==> src/option_regs_pkg.sv <==
package option_regs_pkg;

    // Register byte addresses
    localparam logic [15:0] ADDR_OPTION_TWO = 16'h001E;
    localparam logic [15:0] ADDR_OPTION_ONE = 16'h001F;

    // Field positions in option_register_two
    localparam int BIT_EXT_CLOCK_ENABLE    = 0;
    localparam int BIT_EXT_CRYSTAL_ENABLE  = 1;
    localparam int BIT_SLOW_CRYSTAL_SELECT = 2;
    localparam int BIT_OSC_RUN_IN_STOP     = 3;
    localparam int BIT_SERIAL_CLOCK_SOURCE = 4;

    // Field positions in option_register_one
    localparam int BIT_WATCHDOG_OFF              = 0;
    localparam int BIT_STOP_ALLOW                = 1;
    localparam int BIT_SHORT_STOP_RECOVERY       = 2;
    localparam int BIT_VOLTAGE_MODE_SELECT       = 3;
    localparam int BIT_VOLTAGE_MONITOR_POWER_OFF = 4;
    localparam int BIT_VOLTAGE_MONITOR_RESET_OFF = 5;
    localparam int BIT_VOLTAGE_MONITOR_IN_STOP   = 6;
    localparam int BIT_WATCHDOG_RATE_SELECT      = 7;

    // Values after reset
    localparam logic [7:0] RESET_OPTION_ONE = 8'h00;
    localparam logic [7:0] RESET_OPTION_TWO = 8'h00;
    localparam logic [7:0] READ_UNMAPPED    = 8'h00;

    // Cycle counts, in oscillator clock cycles
    localparam logic [12:0] STAB_CYCLES_CRYSTAL   = 13'h1000;
    localparam logic [12:0] STAB_CYCLES_EXTERNAL  = 13'h0010;
    localparam logic [12:0] STOP_RECOVERY_SHORT   = 13'h0020;
    localparam logic [12:0] STOP_RECOVERY_LONG    = 13'h1000;
    localparam logic [17:0] WATCHDOG_CYCLES_SHORT = 18'h0_1FF0;
    localparam logic [17:0] WATCHDOG_CYCLES_LONG  = 18'h3_FFF0;

    typedef enum logic [1:0] {
        CPU_RUNNING,
        CPU_STOPPED,
        CPU_RECOVERING
    } stop_state_e;

endpackage

==> src/write_once_option_registers.sv <==
`timescale 1ns/1ps
`default_nettype none

module write_once_option_registers #(
    parameter bit         MASK_PROGRAMMED = 1'b0,  // Options fixed at fabrication
    parameter logic [7:0] MASK_OPTION_ONE = 8'h00, // Fixed option_register_one
    parameter logic [7:0] MASK_OPTION_TWO = 8'h00  // Fixed option_register_two
) (
    input  wire logic        clock_i,                  // System clock
    input  wire logic        nrst_i,                   // Any reset, sync, low
    input  wire logic        power_on_nrst_i,          // Power-on reset, sync, low
    input  wire logic [15:0] addr_i,                   // Register address
    input  wire logic [7:0]  wdata_i,                  // Write data
    input  wire logic        wr_i,                     // Write strobe
    input  wire logic        rd_i,                     // Read strobe
    output logic      [7:0]  rdata_o,                  // Read data, cycle after read
    input  wire logic        stop_instr_i,             // CPU decodes stop instruction
    input  wire logic        wake_i,                   // Wake-up event while stopped
    input  wire logic        monitor_reset_req_i,      // Low-voltage monitor reset request
    output logic             osc_pin_in_clock_o,       // First pin is clock input
    output logic             osc_pin_out_crystal_o,    // Second pin is crystal connection
    output logic             port_b_line_six_gpio_o,   // First pin is general I/O
    output logic             port_b_line_seven_gpio_o, // Second pin is general I/O
    output logic             slow_crystal_o,           // Slow crystal operation
    output logic             monitor_expect_low_o,     // Monitor expects below base frequency
    output logic             monitor_crystal_range_o,  // Monitor expects crystal ranges
    output logic      [12:0] stab_timeout_cycles_o,    // Stabilization divider timeout
    output logic             gen_clocks_halt_o,        // Hold both generated clocks low
    output logic             serial_clock_from_bus_o,  // Serial clock from bus clock
    output logic      [17:0] watchdog_timeout_o,       // Watchdog timeout in cycles
    output logic             watchdog_enable_o,        // Watchdog runs
    output logic             monitor_power_on_o,       // Monitor powered
    output logic             monitor_run_in_stop_o,    // Monitor kept running in stop
    output logic             monitor_reset_o,          // Reset passed to reset logic
    output logic             monitor_5v_mode_o,        // Monitor in 5 V mode
    output logic             stop_mode_o,              // CPU in stop or recovering
    output logic             stop_release_o,           // Pulse: CPU leaves stop
    output logic             illegal_opcode_reset_o    // Pulse: disallowed stop executed
);

    typedef struct packed {
        logic [7:0]                      opt_one;
        logic [7:0]                      opt_two;
        logic                            written_one;
        logic                            written_two;
        logic [7:0]                      rdata;
        option_regs_pkg::stop_state_e    stop_state;
        logic [12:0]                     recover_cnt;
        logic                            release_pulse;
        logic                            illegal_pulse;
    } state_s;

    state_s state_reg;
    state_s state_next;

    logic [7:0] eff_one;
    logic [7:0] eff_two;
    logic       ext_clk;
    logic       ext_xtal;
    logic       stop_allow;
    logic       hit_one;
    logic       hit_two;

    // The mask variant ignores the latches entirely, so the stored copy can never leak out
    assign eff_one = MASK_PROGRAMMED ? MASK_OPTION_ONE : state_reg.opt_one;
    assign eff_two = MASK_PROGRAMMED ? MASK_OPTION_TWO : state_reg.opt_two;

    assign hit_one = (addr_i == option_regs_pkg::ADDR_OPTION_ONE);
    assign hit_two = (addr_i == option_regs_pkg::ADDR_OPTION_TWO);

    assign ext_clk    = eff_two[option_regs_pkg::BIT_EXT_CLOCK_ENABLE];
    assign ext_xtal   = eff_two[option_regs_pkg::BIT_EXT_CRYSTAL_ENABLE];
    assign stop_allow = eff_one[option_regs_pkg::BIT_STOP_ALLOW];

    always_comb begin
        state_next = state_reg;
        state_next.release_pulse = 1'b0;
        state_next.illegal_pulse = 1'b0;
        state_next.rdata = option_regs_pkg::READ_UNMAPPED;

        // Register writes, first one per reset wins
        if (wr_i && hit_one && !state_reg.written_one && !MASK_PROGRAMMED) begin
            state_next.opt_one = wdata_i;
            state_next.written_one = 1'b1;
        end
        if (wr_i && hit_two && !state_reg.written_two && !MASK_PROGRAMMED) begin
            state_next.opt_two = wdata_i;
            state_next.written_two = 1'b1;
        end
        // Later writes fall through the guards above and leave no trace

        if (rd_i) begin
            if (hit_one) begin
                state_next.rdata = eff_one;
            end else if (hit_two) begin
                state_next.rdata = eff_two;
            end
        end

        // Stop sequencing
        case (state_reg.stop_state)
            option_regs_pkg::CPU_RUNNING: begin
                if (stop_instr_i) begin
                    if (stop_allow) begin
                        state_next.stop_state = option_regs_pkg::CPU_STOPPED;
                    end else begin
                        state_next.illegal_pulse = 1'b1;
                    end
                end
            end
            option_regs_pkg::CPU_STOPPED: begin
                if (monitor_reset_req_i
                    && !eff_one[option_regs_pkg::BIT_VOLTAGE_MONITOR_RESET_OFF]) begin
                    state_next.recover_cnt = option_regs_pkg::STOP_RECOVERY_LONG;
                    state_next.stop_state = option_regs_pkg::CPU_RECOVERING;
                end else if (wake_i) begin
                    // Short recovery is only safe if the oscillator kept running
                    state_next.recover_cnt = eff_one[option_regs_pkg::BIT_SHORT_STOP_RECOVERY]
                        ? option_regs_pkg::STOP_RECOVERY_SHORT
                        : option_regs_pkg::STOP_RECOVERY_LONG;
                    state_next.stop_state = option_regs_pkg::CPU_RECOVERING;
                end
            end
            option_regs_pkg::CPU_RECOVERING: begin
                if (state_reg.recover_cnt <= 13'h0001) begin
                    state_next.recover_cnt = 13'h0000;
                    state_next.release_pulse = 1'b1;
                    state_next.stop_state = option_regs_pkg::CPU_RUNNING;
                end else begin
                    state_next.recover_cnt = state_reg.recover_cnt - 13'h0001;
                end
            end
            default: begin
                state_next.stop_state = option_regs_pkg::CPU_RUNNING;
            end
        endcase

        // Any reset: everything clears but the voltage mode bit, which only power-on reset clears
        if (!nrst_i) begin
            state_next.opt_one = (option_regs_pkg::RESET_OPTION_ONE
                & ~(8'h01 << option_regs_pkg::BIT_VOLTAGE_MODE_SELECT))
                | (state_reg.opt_one
                & (8'h01 << option_regs_pkg::BIT_VOLTAGE_MODE_SELECT));
            state_next.opt_two = option_regs_pkg::RESET_OPTION_TWO;
            state_next.written_one = 1'b0;
            state_next.written_two = 1'b0;
            state_next.rdata = option_regs_pkg::READ_UNMAPPED;
            state_next.stop_state = option_regs_pkg::CPU_RUNNING;
            state_next.recover_cnt = 13'h0000;
            state_next.release_pulse = 1'b0;
            state_next.illegal_pulse = 1'b0;
        end
        if (!power_on_nrst_i) begin
            state_next.opt_one[option_regs_pkg::BIT_VOLTAGE_MODE_SELECT] = 1'b0;
        end
    end

    always_ff @(posedge clock_i) begin
        state_reg <= state_next;
    end

    assign rdata_o = state_reg.rdata;

    // Pin function select
    assign osc_pin_in_clock_o       = ext_clk;
    assign osc_pin_out_crystal_o    = ext_clk & ext_xtal;
    assign port_b_line_six_gpio_o   = ~ext_clk;
    assign port_b_line_seven_gpio_o = ~(ext_clk & ext_xtal);

    // Clock generator and clock monitor
    assign slow_crystal_o          = eff_two[option_regs_pkg::BIT_SLOW_CRYSTAL_SELECT];
    assign monitor_expect_low_o    = eff_two[option_regs_pkg::BIT_SLOW_CRYSTAL_SELECT];
    assign monitor_crystal_range_o = ext_xtal;
    assign stab_timeout_cycles_o   = ext_xtal ? option_regs_pkg::STAB_CYCLES_CRYSTAL
                                              : option_regs_pkg::STAB_CYCLES_EXTERNAL;
    // Recovery keeps clocks up: the countdown runs on them
    assign gen_clocks_halt_o = (state_reg.stop_state == option_regs_pkg::CPU_STOPPED)
                             & ~eff_two[option_regs_pkg::BIT_OSC_RUN_IN_STOP];
    assign serial_clock_from_bus_o = eff_two[option_regs_pkg::BIT_SERIAL_CLOCK_SOURCE];

    // Watchdog
    assign watchdog_timeout_o = eff_one[option_regs_pkg::BIT_WATCHDOG_RATE_SELECT]
        ? option_regs_pkg::WATCHDOG_CYCLES_SHORT
        : option_regs_pkg::WATCHDOG_CYCLES_LONG;
    assign watchdog_enable_o = ~eff_one[option_regs_pkg::BIT_WATCHDOG_OFF];

    // Low-voltage monitor
    assign monitor_power_on_o = ~eff_one[option_regs_pkg::BIT_VOLTAGE_MONITOR_POWER_OFF];
    assign monitor_run_in_stop_o = eff_one[option_regs_pkg::BIT_VOLTAGE_MONITOR_IN_STOP]
        & ~eff_one[option_regs_pkg::BIT_VOLTAGE_MONITOR_POWER_OFF];
    assign monitor_reset_o = monitor_reset_req_i
        & ~eff_one[option_regs_pkg::BIT_VOLTAGE_MONITOR_RESET_OFF];
    assign monitor_5v_mode_o = eff_one[option_regs_pkg::BIT_VOLTAGE_MODE_SELECT];

    // CPU stop control
    assign stop_mode_o            = (state_reg.stop_state != option_regs_pkg::CPU_RUNNING);
    assign stop_release_o         = state_reg.release_pulse;
    assign illegal_opcode_reset_o = state_reg.illegal_pulse;

endmodule

`default_nettype wire

==> config.mk <==
export PLATFORM = sky130hd
export DESIGN_NAME = write_once_option_registers
export DESIGN_NICKNAME = d
export VERILOG_FILES = /design/src/option_regs_pkg.sv /design/src/write_once_option_registers.sv
export SDC_FILE = /design/constraint.sdc
export NUM_CORES = 1
export LEC_CHECK = 0
export ABC_AREA = 1
export BUFFER_PORTS_ARGS = -buffer_cell sky130_fd_sc_hd__buf_4
export CAP_MARGIN = 20
export CORE_AREA = 2 2 76 78
export CTS_BUF_LIST = sky130_fd_sc_hd__clkbuf_4 sky130_fd_sc_hd__clkbuf_8
export CTS_CLUSTER_SIZE = 14
export DETAILED_ROUTE_END_ITERATION = 10
export DIE_AREA = 0 0 78 80
export HOLD_SLACK_MARGIN = 0.02
export PLACE_DENSITY = 0.84
export SYNTH_ARGS = -nofsm -noshare
export SYNTH_HDL_FRONTEND = slang
export SYNTH_SLANG_ARGS = --single-unit
export TNS_END_PERCENT = 10
==> constraint.sdc <==
create_clock -name clock_i -period 4.35 [get_ports clock_i]
set_clock_uncertainty 0.1 [all_clocks]
set_input_delay 0.435 -clock clock_i [delete_from_list [all_inputs] [get_ports clock_i]]
set_output_delay 0.435 -clock clock_i [all_outputs]
set_load 0.01 [all_outputs]
==> results.md <==
- Power, Total: 0.708 mW
- HP Start: power_on_nrst_i
- Worst Setup Start Kind: register
- Num CTS Buffers: 5
- Max Root-Sink Buffers: 2
- Status: complete, no violations
- H-tree Lvls: 2
- Synth Instances: 350
- Yosys reg bits: 43
- Total GRT Usage: 16.5%
- Remaining antenna violation count: 0
- Minimum clock period: 1.94 ns
- Max frequency: 516 MHz
- Post-cts resize count: 0
- Worst path required time: 4.44 ns
- Layout cells sized above 1: 20.4%
- Final period util: 44.5%
- Syn avg cell area: 6.84 sq um
- Routed length per instance: 10.7 um
- Initial DRC count: 98
- DRT Pass-1 Iters: 4
- Nets: 431
- Syn Std Cell Area: 0.00239 sq mm
- Die X: 78 um
- Grt total ovfl: 0
- First-pass GRT wire length: 8370 um
- Post-layout util: 52.1%
- Clk pin slew, worst setup/hold paths: 0.09 ns
- Root buf cell: clkbuf_8
- Remaining DRCs: 0
- Final Max Tran Viols: 0
- Worst r2r path cells: 7
- Most common cell on crit path: nor2_1
- Placer Congestion: 0.835
- CP max stage cell: nor2_1
- Critical path endpoint category: register
- Std-Cell Rows: 27
- Max reg flops: 17
- CP bufs+invs: 1
- Core ar.: 0.00541 sq mm
- CP Max Fanout: 13
- Power Dens Cells: 251 mW/mm^2
- Die Area: 0.00624 sq mm
- Setup violators final: 0
- Crit Path Class: register to register
- Worst hold path depth: 3
- Final HPWL DP: 3830 um
- Worst endpoint data arrival time: 2.03 ns
- Worst skew pair latency: 0.30 ns
- Launch point of the worst reg-to-reg path: eff_one[5]
- Largest net degree at the start of global routing: 31
- Crit path launch: eff_one[5]
- Placed cells: 462
- CP top delay family: simple AND/OR/NAND/NOR gates
- Ys Warns: 0
- CTS tree: yes
- Worst path depth: 7
- Total wire length: 5050 um
- Total leakage power: 1.25 nW
- Final Non-Filler Cells: 470
- Yosys top cell by area: dfxtp_1
- N_diodes: 0
- Vias/cell: 4.67
- Slew margin rel.: 39.2%
- Starting density of the core: 44.3%
- Netlist cell types: 26
- Antenna violations before repair: 0
- Synth top area share: 36.0%
- CTS Hold Bufs: 0
- Worst hold slack: 0.258 ns
- RSZ-0062 raised after global routing: no
- Top area cells in the synthesized netlist: dfxtp_1 36%, nand2_1 12%, buf_4 12%
- Top-level I/O count: 88
- IO Port Bufs: 63
- Synth-to-layout area growth: 17.7%
- CP Cell Sequence: nor2_1, nor2_1, nor2_1, nor2_1, inv_1, o21ai_0, a21oi_1
- Worst-margin pin slew: 0.911 ns
- Hold Violations, Final: 0
- Maxcap violations: 0
- Vias: 2193
- Post-synthesis sequential area ratio: 36.0%
- Worst vdd ir: 0.134 mV
- # Post-CTS Setup Buffers: 0
- Setup TNS Final: 0 ns
- Critical path's largest stage delay: 0.64 ns
- Sink Count: 43
- Die Ht: 80 um
- Hold crit path type: primary input to register
- Vias in the first global route: 1964
==> cells in the final DEF (no fill, tap or decap), types with 4 or more instances in the layout <==
cell type | synthesis | layout
a21oi_1 | 39 | 39
buf_4 | 38 | 63
clkbuf_8 | 0 | 5
conb_1 | 2 | 24
dfxtp_1 | 43 | 43
inv_1 | 39 | 39
nand2_1 | 79 | 79
nand3_1 | 10 | 10
nand4_1 | 17 | 17
nor2_1 | 47 | 47
o21ai_0 | 7 | 7
xor2_1 | 4 | 4
==> tightest hold or removal path, stage by stage <==
cell,delay [ns]
buf_4,0.11
inv_1,0.04
a21oi_1,0.03
==> cell families after synthesis <==
kind of cell	count (synthesis)	share of synthesized area, %
flops	43	36.0
simple gates	162	29.8
other cells	2	0.314
fa+ha+maj	2	1.05
buf+inv	85	19.7
xor+xnor	6	2.20
compound gates	50	10.9
==> path summary, 6_finish.rpt <==
kind,end,slack (ns)
worst max-delay path,state_reg[7],2.41
worst min-delay path,eff_one[3],0.26
worst max register to register,state_reg[7],2.41
worst min register to register,eff_one[3],0.37
==> per-layer routing <==
layer | share of wire [%] | vias up | wire [um] | track usage (%)
met5 | 0 | - | 0 | 0
met4 | 1.9 | 0 | 94 | 6.14
met3 | 6.4 | 8 | 324 | 4.64
met2 | 51 | 65 | 2560 | 30.2
met1 | 41 | 972 | 2070 | 18.2
li1 | - | 1148 | - | -
==> where the power goes <==
| part | switching, mW | internal [mW] | total (mW) |
|---|---|---|---|
| clock | 0.144 | 0.115 | 0.259 |
| combinational | 0.0323 | 0.0225 | 0.0547 |
| sequential | 0.000116 | 0.394 | 0.394 |
==> synthesized netlist by cell type <==
master,count
dfxtp_1,43
or2_2,1
nor3_2,2
ha_1,2
clkinv_4,1
buf_2,4
a21oi_1,39
nand3_1,10
nor3_1,1
conb_1,2
a21boi_0,1
nor3_4,1
nand2_1,79
clkbuf_1,3
o21ai_0,7
nand4_1,17
nor2_1,47
nand3_4,1
xor2_1,4
a21oi_2,1
nor2_2,2
buf_4,38
nand2_2,1
inv_1,39
xnor2_1,2
a21o_1,2
==> metrics by stage <==
| step | instance area (sq um) | setup slack [ns] |
|---|---|---|
| 6_report | 2820 | 2.41 |
| 5_1_grt | 2820 | 2.16 |
| 4_1_cts | 2820 | 2.44 |
| 3_5_place_dp | 2720 | 2.30 |
| 3_3_place_gp | 2720 | 2.39 |
| 2_1_floorplan | 2470 | 2.81 |
==> final cells by class <==
| type | count | area [sq um] |
|---|---|---|
| clock buffers | 5 | 68.8 |
| clock inverters | 3 | 25.0 |
| fillers | 531 | 2590 |
| inverters | 40 | 155 |
| multi-input cells | 244 | 1140 |
| flip-flops and latches | 43 | 861 |
| well taps | 72 | 90.1 |
| repair buffers | 63 | 473 |
(Power assumes the default switching activity.)
